### config.mk
export PLATFORM = sky130hd
export DESIGN_NAME = adc_register_map_access
export DESIGN_NICKNAME = d
export VERILOG_FILES = /design/src/common/adc_regmap_pkg.sv /design/src/design/adc_register_map_access.sv
export SDC_FILE = /design/constraint.sdc
export NUM_CORES = 1
export LEC_CHECK = 0
export BUFFER_PORTS_ARGS = -buffer_cell sky130_fd_sc_hd__buf_2
export CAP_MARGIN = 0
export CORE_AREA = 2 2 196 198
export CTS_BUF_LIST = sky130_fd_sc_hd__clkbuf_8 sky130_fd_sc_hd__clkbuf_16
export CTS_CLUSTER_DIAMETER = 40
export DETAILED_ROUTE_END_ITERATION = 7
export DIE_AREA = 0 0 198 200
export PLACE_DENSITY_LB_ADDON = 0.2
export SLEW_MARGIN = 30
export SYNTH_ARGS = -nofsm -noshare
export SYNTH_HDL_FRONTEND = slang
export SYNTH_SLANG_ARGS = --single-unit
### constraint.sdc
create_clock -name sys_clk -period 5.3 [get_ports sys_clk]
set_clock_uncertainty 0.2 [all_clocks]
set_input_delay 0.53 -clock sys_clk [delete_from_list [all_inputs] [get_ports sys_clk]]
set_output_delay 0.53 -clock sys_clk [all_outputs]
set_load 0.005 [all_outputs]
### src/common/adc_regmap_pkg.sv
// Purpose: Shared constants and carriers for the ADC register bank
// Assumes: Command words arrive whole, already assembled by the port logic
// Notes:   Registers hold the nine payload bits; readback adds the select
package adc_regmap_pkg;

  // ==========================================================
  // Command word layout
  localparam int unsigned CMD_WIDTH     = 16;
  localparam int unsigned SELECT_WIDTH  = 6;
  localparam int unsigned LOWER_WIDTH   = 5;
  localparam int unsigned PAYLOAD_WIDTH = 9;

  typedef struct packed {
    logic                     write;          // Bit 15
    logic                     stack_space;    // Bit 14, select bit 5
    logic [LOWER_WIDTH-1:0]   lower_select;   // Bits 13..9
    logic [PAYLOAD_WIDTH-1:0] payload;        // Bits 8..0
  } cmd_word_t;

  // ==========================================================
  // Lower select codes in ordinary register space
  localparam logic [LOWER_WIDTH-1:0] SEL_CONVERSION = 5'h00;
  localparam logic [LOWER_WIDTH-1:0] SEL_RESERVED   = 5'h01;
  localparam logic [LOWER_WIDTH-1:0] SEL_CONFIG     = 5'h02;
  localparam logic [LOWER_WIDTH-1:0] SEL_CHANNEL    = 5'h03;
  localparam logic [LOWER_WIDTH-1:0] SEL_RANGE_A1   = 5'h04;
  localparam logic [LOWER_WIDTH-1:0] SEL_RANGE_A2   = 5'h05;
  localparam logic [LOWER_WIDTH-1:0] SEL_RANGE_B1   = 5'h06;
  localparam logic [LOWER_WIDTH-1:0] SEL_RANGE_B2   = 5'h07;
  localparam logic [LOWER_WIDTH-1:0] SEL_STATUS     = 5'h08;

  // ==========================================================
  // Reset values
  localparam logic [PAYLOAD_WIDTH-1:0] CONFIG_RESET  = 9'h000;
  localparam logic [PAYLOAD_WIDTH-1:0] CHANNEL_RESET = 9'h000;
  localparam logic [PAYLOAD_WIDTH-1:0] RANGE_RESET   = 9'h0FF;
  localparam logic [PAYLOAD_WIDTH-1:0] LAYER_CLEAR   = 9'h000;
  localparam logic [CMD_WIDTH-1:0]     RDATA_RESET   = 16'h0000;

  // ==========================================================
  // Configuration field positions
  localparam int unsigned CFG_SELF_ERR  = 7;
  localparam int unsigned CFG_BURST     = 6;
  localparam int unsigned CFG_SEQ       = 5;
  localparam int unsigned CFG_RATIO_MSB = 4;
  localparam int unsigned CFG_RATIO_LSB = 2;
  localparam int unsigned CFG_STATUS_EN = 1;
  localparam int unsigned CFG_CRC_EN    = 0;
  localparam int unsigned RATIO_WIDTH   = 3;
  localparam int unsigned FACTOR_WIDTH  = 8;
  localparam logic [FACTOR_WIDTH-1:0] FACTOR_ONE = 8'h01;

  // ==========================================================
  // Sequencer stack
  localparam int unsigned NUM_LAYERS   = 32;
  localparam int unsigned INIT_LAYERS  = 8;
  localparam int unsigned LAYER_IDX_W  = 5;
  localparam int unsigned PICK_WIDTH   = 4;
  localparam int unsigned LAYER_LAST   = 8;   // Last-layer flag position

  typedef struct packed {
    logic                  last_layer;
    logic [PICK_WIDTH-1:0] channel_b;
    logic [PICK_WIDTH-1:0] channel_a;
  } layer_t;

  // ==========================================================
  // Status word: last pair in the upper byte, checksum in the lower
  typedef struct packed {
    logic [PICK_WIDTH-1:0] pair_a;
    logic [PICK_WIDTH-1:0] pair_b;
    logic [7:0]            checksum;
  } status_word_t;

endpackage : adc_regmap_pkg

### src/design/adc_register_map_access.sv
// Purpose: Software-mode register bank and command decoder
// Assumes: cmd_valid is a one-cycle strobe from port logic on sys_clk
// Notes:   Read answers appear one cycle after the command on rd_data
module adc_register_map_access
  import adc_regmap_pkg::*;
(
  input  wire logic                                sys_clk,
  input  wire logic                                nrst,
  input  wire logic                                partial_reset,
  input  wire logic                                cmd_valid,
  input  wire adc_regmap_pkg::cmd_word_t           cmd_word,
  input  wire logic                                self_detect_error_flag,
  input  wire adc_regmap_pkg::status_word_t        status_word,
  input  wire logic [adc_regmap_pkg::LAYER_IDX_W-1:0] layer_index,
  output logic [adc_regmap_pkg::PAYLOAD_WIDTH-1:0] device_configuration,
  output logic [adc_regmap_pkg::PAYLOAD_WIDTH-1:0] channel_selection,
  output logic [adc_regmap_pkg::PAYLOAD_WIDTH-1:0] input_range_a_low,
  output logic [adc_regmap_pkg::PAYLOAD_WIDTH-1:0] input_range_a_high,
  output logic [adc_regmap_pkg::PAYLOAD_WIDTH-1:0] input_range_b_low,
  output logic [adc_regmap_pkg::PAYLOAD_WIDTH-1:0] input_range_b_high,
  output adc_regmap_pkg::layer_t                   layer_data,
  output logic                                     status_append_enable,
  output logic [adc_regmap_pkg::FACTOR_WIDTH-1:0]  oversample_factor,
  output logic                                     rd_valid,
  output logic                                     rd_conversion,
  output logic [adc_regmap_pkg::CMD_WIDTH-1:0]     rd_data
);
  import adc_regmap_pkg::*;

  // ==========================================================
  // Command decode
  logic                     do_write;
  logic                     do_read;
  logic                     ordinary;
  logic [LOWER_WIDTH-1:0]   lower;
  logic [SELECT_WIDTH-1:0]  register_select;
  layer_t                   sequence_layers [NUM_LAYERS];

  assign register_select = {cmd_word.stack_space, cmd_word.lower_select};
  assign lower           = cmd_word.lower_select;
  assign ordinary        = ~cmd_word.stack_space;
  assign do_write        = cmd_valid & cmd_word.write;
  assign do_read         = cmd_valid & ~cmd_word.write;

  // ==========================================================
  // Ordinary registers; reserved and status writes fall through
  always_ff @(posedge sys_clk or negedge nrst) begin
    if (!nrst) begin
      device_configuration <= CONFIG_RESET;
      channel_selection    <= CHANNEL_RESET;
      input_range_a_low    <= RANGE_RESET;
      input_range_a_high   <= RANGE_RESET;
      input_range_b_low    <= RANGE_RESET;
      input_range_b_high   <= RANGE_RESET;
    end else if (do_write && ordinary) begin
      unique case (lower)
        SEL_CONFIG: begin
          device_configuration <= cmd_word.payload;
          // Error flag belongs to the self test, never to software
          device_configuration[CFG_SELF_ERR] <= 1'b0;
        end
        SEL_CHANNEL:  channel_selection  <= cmd_word.payload;
        SEL_RANGE_A1: input_range_a_low  <= cmd_word.payload;
        SEL_RANGE_A2: input_range_a_high <= cmd_word.payload;
        SEL_RANGE_B1: input_range_b_low  <= cmd_word.payload;
        SEL_RANGE_B2: input_range_b_high <= cmd_word.payload;
        default: ;
      endcase
    end
  end

  // ==========================================================
  // Sequencer stack, one flop group per layer
  // Partial reset outranks a stack write in the same cycle
  for (genvar g = 0; g < NUM_LAYERS; g++) begin : g_layer
    localparam layer_t INIT = (g < INIT_LAYERS) ?
        {1'b0, PICK_WIDTH'(g), PICK_WIDTH'(g)} : layer_t'(LAYER_CLEAR);
    always_ff @(posedge sys_clk or negedge nrst) begin
      if (!nrst) begin
        sequence_layers[g] <= INIT;
      end else if (partial_reset) begin
        sequence_layers[g] <= INIT;
      end else if (do_write && cmd_word.stack_space &&
                   lower == LAYER_IDX_W'(g)) begin
        sequence_layers[g] <= layer_t'(cmd_word.payload);
      end
    end
  end

  // Sequencer read port, one cycle of latency
  always_ff @(posedge sys_clk or negedge nrst) begin
    if (!nrst) begin
      layer_data <= layer_t'(LAYER_CLEAR);
    end else begin
      layer_data <= sequence_layers[layer_index];
    end
  end

  // ==========================================================
  // Decoded configuration fields
  always_ff @(posedge sys_clk or negedge nrst) begin
    if (!nrst) begin
      status_append_enable <= 1'b0;
    end else begin
      status_append_enable <= device_configuration[CFG_STATUS_EN] |
                              device_configuration[CFG_CRC_EN];
    end
  end

  // Code 0 means one sample per channel, i.e. no oversampling
  always_ff @(posedge sys_clk or negedge nrst) begin
    if (!nrst) begin
      oversample_factor <= FACTOR_ONE;
    end else begin
      oversample_factor <= FACTOR_ONE <<
          device_configuration[CFG_RATIO_MSB:CFG_RATIO_LSB];
    end
  end

  // ==========================================================
  // Read answer
  logic [PAYLOAD_WIDTH-1:0] next_payload;
  logic                     next_known;

  always_comb begin
    next_payload = LAYER_CLEAR;
    next_known   = 1'b1;
    if (!ordinary) begin
      next_payload = sequence_layers[lower];
    end else begin
      unique case (lower)
        SEL_CONFIG: begin
          next_payload           = device_configuration;
          next_payload[CFG_SELF_ERR] = self_detect_error_flag;
        end
        SEL_CHANNEL:  next_payload = channel_selection;
        SEL_RANGE_A1: next_payload = input_range_a_low;
        SEL_RANGE_A2: next_payload = input_range_a_high;
        SEL_RANGE_B1: next_payload = input_range_b_low;
        SEL_RANGE_B2: next_payload = input_range_b_high;
        default:      next_known   = 1'b0;
      endcase
    end
  end

  always_ff @(posedge sys_clk or negedge nrst) begin
    if (!nrst) begin
      rd_valid      <= 1'b0;
      rd_conversion <= 1'b0;
      rd_data       <= RDATA_RESET;
    end else begin
      rd_valid      <= do_read;
      rd_conversion <= do_read && ordinary &&
                       lower == SEL_CONVERSION;
      if (do_read) begin
        if (ordinary && lower == SEL_STATUS) begin
          rd_data <= status_word;
        end else if (next_known) begin
          rd_data <= {1'b0, register_select, next_payload};
        end else begin
          // Conversion and reserved reads carry no register data
          rd_data <= RDATA_RESET;
        end
      end
    end
  end
endmodule : adc_register_map_access

Word-level counts from Yosys, hierarchy flattened
Index checks and enable logic that the tools add are counted.
{"block": "classes", "magnitude_cmp": 2, "eq_ne": 31, "shifts": 1, "mux": 76, "bitwise_logic": 7, "n_reduce_logical": 77}
{"operator": "$mux 9", "n": 69}
{"operator": "$bmux 9 s5", "n": 2}
{"operator": "$eq 5x5->1 const B", "n": 16}
{"operator": "$reduce_bool 2->1", "n": 32}
{"operator": "$pmux 9 s6", "n": 1}
{"operator": "$eq 5x4->1 const B", "n": 8}
{"operator": "$logic_and 1x1->1", "n": 37}
{"operator": "$eq 5x3->1 const B", "n": 4}
{"operator": "$mux 16", "n": 1}
{"operator": "$mux 15", "n": 1}
{"operator": "$ge 6x6->1 const B", "n": 2}
{"operator": "$not 5->6", "n": 2}
{"operator": "$reduce_and 2->1", "n": 6}
{"operator": "$eq 5x2->1 const B", "n": 2}
{"operator": "$shl 1x3->8 const A", "n": 1}
{"operator": "$reduce_or 6->1", "n": 1}
{"operator": "$eq 5x1->1 const B", "n": 1}
{"operator": "$logic_not 5->1", "n": 1}
{"operator": "$and 1x1->1", "n": 2}
{"operator": "$mux 1", "n": 2}
{"operator": "$not 1->1", "n": 2}
{"operator": "$or 1x1->1", "n": 1}
{"block": "word_totals", "regBits": 377, "inputBits": 42, "wordCells": 304}

Logic depth before layout (Yosys ltp)
{"block": "logic_depth", "depth_word": 7, "ltp_mapped": 10}

Worst setup path before layout
No wires, ideal clock.
{"block": "synth_path", "path_kind": "input-to-reg", "from": "input layer_index[1] in the netlist's numbering", "to": "register layer_data[0] in the netlist's numbering", "setup_ns": 0.125, "arrival_time_ns": 2.174, "slack_ns": 2.801, "cell_stages": 5, "path_buffers": 2, "path_cell_list": "clkbuf_1 clkbuf_1 mux4_2 mux4_2 mux2_2"}
{"block": "synth_via", "elab_chain_len": 4}
{"item": "start: declaration", "line": "adc_register_map_access.sv:14", "source": "input wire logic [adc_regmap_pkg::LAYER_IDX_W-1:0] layer_index,"}
{"item": "$not 5->6 (implied by the code)", "line": "adc_register_map_access.sv:95", "source": "layer_data <= sequence_layers[layer_index];"}
{"item": "$bmux 9 s5", "line": "adc_register_map_access.sv:95"}
{"item": "$mux 9 (implied by the code) (2 in a row)", "line": "adc_register_map_access.sv:95"}
{"item": "end signal: assignment", "line": "adc_register_map_access.sv:93", "source": "layer_data <= layer_t'(LAYER_CLEAR);"}
{"item": "end signal: assignment", "line": "adc_register_map_access.sv:95"}
{"item": "end: declaration", "line": "adc_register_map_access.sv:21", "source": "output adc_regmap_pkg::layer_t layer_data,"}
Every way passes these cells. The select of a mux whose other input is x is not followed.
A chain may end at the register's enable or synchronous reset.

Worst setup path in the final report
{"block": "layout_path", "from": "input cmd_word[12] in the netlist's numbering", "to": "register sequence_layers[205] in the netlist's numbering"}
{"block": "layout_via", "elab_chain_len": 3}
{"item": "start: declaration", "line": "adc_register_map_access.sv:11", "source": "input wire adc_regmap_pkg::cmd_word_t cmd_word,"}
{"item": "$eq 5x4->1", "line": "adc_register_map_access.sv:84", "source": "lower == LAYER_IDX_W'(g)) begin"}
{"item": "$logic_and 1x1->1", "line": "adc_register_map_access.sv:83", "source": "end else if (do_write && cmd_word.stack_space &&"}
{"item": "$reduce_bool 2->1 (no source line)"}
{"item": "end signal: indexed assignment", "line": "adc_register_map_access.sv:85", "source": "sequence_layers[g] <= layer_t'(cmd_word.payload);"}
{"item": "end: declaration", "line": "adc_register_map_access.sv:37", "source": "layer_t sequence_layers [NUM_LAYERS];"}
Every way passes these cells.

==> results by group <==
Status
  – Status: completed

Global routing
  – GRT Residual Overflow: 0
  – Vias in the first global route: 15,100
  – Pin count of the biggest net entering global routing: 153
  – Total track usage: 32.8%
  – Initial antenna violation count: 4
  – First-pass GRT wire length: 97,000 µm

Floorplanning
  – DIE WIDTH: 198 µm
  – Effective utilization at floorplan: 54.6%
  – Die Y: ~200 µm
  – FP Rows: 71
  – Core area: 37,400 µm²
  – # IOs: 132
  – Die area: 39,600 µm²

Critical path
  – Slowest cell on the critical path: nor2_2
  – Critical path startpoint: cmd_word[12]
  – Reg2reg path depth: 5
  – Worst r2r src: sequence_layers[280]
  – Reg-to-Reg End: rd_data[1]
  – CP Data Arrival Time: 3.28 ns
  – Worst Setup Path Type: input pin to flop
  – Worst-path maximum fanout: 45
  – Endpoint class of the critical path: flop
  – Crit start category: input pin
  – Setup crit end: sequence_layers[205]
  – CP peak stage delay: 0.86 ns
  – Critical Path RT: 5.52 ns
  – Reg2Reg Setup Slack: approximately 2.8 ns
  – Crit-path cells: buf_4, nor2b_1, nand2_1, nor2_2, mux2i_1, nor2_1

STA
  – Worst-Margin Slew: 1.08 ns
  – Final period utilization: about 58%
  – Slew Limit Fails: 0
  – RSZ-0062 raised after global routing: no
  – Slew headroom: 26.1%
  – Period minus WS final: 3.06 ns
  – Fin. Hold Viols: 0
  – Highest clock rate: roughly 330 MHz
  – Final TNS setup: 0 ns
  – Final-report setup violation count: 0

Final layout
  – Layout cells sized above 1: between 30% and 40%
  – Area growth syn-to-layout: 13.1%
  – Number of inserted diodes: 0
  – Final #Nets: around 1,800

Hold path
  – Min-delay worst type: input pin to flop

CTS
  – Total CTS buffers: 52
  – CTS tree: yes
  – Post-CTS sizing: 0
  – Deepest clock path buffer count: 3
  – CTS root buf: clkbuf_16
  – Clock latency on the worst-skew pair: around 0.57 ns
  – CTS sink cnt: about 380
  – H-tree level count: 2
  – CTS clk-pin slew, worst paths: 0.06 ns

Power
  – Lkg Pwr: 9.68 nW
  – Sw Share: 24.9%
  – Overall power: around 0.0074 W
  – Clock power share: 51.0%
  – Combinational Power Share: between 8 and 9%
  – Reg power frac: 40.7%
  – Int Power: 0.00556 W
  – P per Cell Area: 320 nW/µm²
  – VDD IR max: 0.206 mV
  – Psw: 0.00184 W

Route
  – Final wirelength: 63,700 µm
  – DRT iter0 DRCs: 2,138
  – Final ANT Viol Nets: 0
  – Post-DR vias/cell: 6.71
  – Vias: 15,700
  – WL/cell: 27.2 µm
  – DRC Markers: 0
  – Drt pass-1 iters: 6

Synthesis
  – Synth cell count leaders: dfrtp_1, nor2_1, mux2i_1
  – Async SR Flop Fraction: 100%
  – Area leader, netlist: dfrtp_1
  – Syn avg cell area: 11.6 µm²
  – Synth Cell Area: about 20,000 µm²
  – Top post-synthesis cells by area: dfrtp_1, mux4_2, mux2i_1
  – Post-synthesis cell count: 1,756
  – EDFF count, synth: 0
  – Syn_nets: 1,798
  – Synth unique cells: between 50 and 60
  – Yosys top cell area share: 39.2%
  – YS warnings: 0
  – Top-count cell post-synth: dfrtp_1
  – Dominant synthesized flop cell: dfrtp_1
  – Synth Register Bits: 377
  – Post-synthesis sequential area ratio: 46.5%

Flow run
  – MaxCap Viol Count: 0

Placement
  – HPWL Detailed: 39,900 µm
  – Port Buffers: 130
  – Placer Congestion: 0.862
registers in the layout, indices dropped and copies added (netlist names):
signal	flops
sequence_layers	288
input_range_b_high	9
status_append_enable	1
device_configuration	8
rd_data	16
layer_data	9
input_range_b_low	9
input_range_a_low	9
oversample_factor	8
channel_selection	9
rd_conversion	1
input_range_a_high	9
rd_valid	1
cell usage in the layout, fill, tap and decap left out, types with 7 or more instances in the layout:
cell,Yosys,routed
dfrtp_1,320,320
nor2_1,168,168
mux2i_1,163,163
nand2_1,162,160
mux4_2,159,159
a21oi_1,134,134
o21ai_0,132,132
buf_2,25,123
mux2_2,76,76
dfstp_2,57,57
clkbuf_16,0,53
nand3_1,30,30
buf_4,18,24
and3_1,17,17
nand3b_1,17,17
nor2_2,16,16
a221oi_1,15,15
o22ai_1,13,13
a211o_1,10,10
bufinv_16,0,10
nor2b_1,9,9
clkinvlp_4,0,8
nor2_4,7,7
per-layer routing:
| metal | vias up | GRT usage (%) | wire length [µm] | share of wire (%) |
|---|---|---|---|---|
| met4 | 4 | 9.97 | 1840 | 2.9 |
| met3 | 125 | 7.44 | 6780 | 11 |
| met5 | - | 0 | 27 | 0.042 |
| li1 | 6532 | - | - | - |
| met1 | 8087 | 47.7 | 26100 | 41 |
| met2 | 990 | 49.6 | 28900 | 45 |
what timing repair did:
| item | 4_1_cts | 5_1_grt |
|---|---|---|
| hold endpoints to repair | 40 | 0 |
| hold buffers | 2 | 0 |
| setup buffers | 0 | 0 |
cells by family (layout without fill, tap and decap cells):
logic type | count (synthesis) | after routing | share of synthesized area, %
simple gates | 472 | 472 | 10.8
mux | 398 | 398 | 29.7
flops | 377 | 377 | 46.5
compound gates | 331 | 331 | 9.00
buf+inv | 177 | 254 | 3.96
other cells | 1 | 1 | 0.0184
power by group through the flow:
stage	combinational (W)	sequential (W)	clock, W
after CTS	0.000609	0.00301	0.00379
final	0.000613	0.00301	0.00377
after global placement	0.000600	0.00306	0
after floorplan	0.000348	0.00305	0
after detailed placement	0.000606	0.00306	0
after global routing	0.000654	0.00302	0.00392
critical path: cells and delay by family:
| family | cells | cell delay (ns) |
|---|---|---|
| buf+inv | 1 | 0.56 |
| simple gates | 4 | 1.88 |
| mux | 1 | 0.28 |
cell type report:
cell class	count	area [µm²]
Fill cell	2947	14300
Multi-Input combinational cell	1202	10100
Sequential cell	377	9510
Clock buffer	58	1400
Timing Repair Buffer	157	948
Tap cell	511	639
Clock inverter	36	483
Inverter	3	11.3
stage by stage:
step / instances / util (%) / hold slack, ns / instance area (µm²) / setup WS (ns)
floorplan: 1756 / - / 0.0344 / 20400 / 2.80
global placement: 2247 / 56.7 / 0.248 / 21200 / 1.59
detailed placement: 2248 / 56.7 / 0.253 / 21200 / 1.55
CTS: 2344 / 61.8 / 0.0207 / 23100 / 2.15
global route: 2344 / 61.8 / 0.0544 / 23100 / 2.09
finish: 2344 / 61.8 / 0.0293 / 23100 / 2.24
worst min path at each step:
stage                   start                   end  cells past startpoint
6_report       status_word[9]            rd_data[9]                      3
5_1_grt        status_word[9]            rd_data[9]                      3
4_1_cts        status_word[9]            rd_data[9]                      3
3_5_place_dp      rd_data[15]           rd_data[15]                      2
3_3_place_gp      rd_data[15]           rd_data[15]                      2
2_1_floorplan            nrst  channel_selection[0]                      0
(Power assumes the default switching activity.)
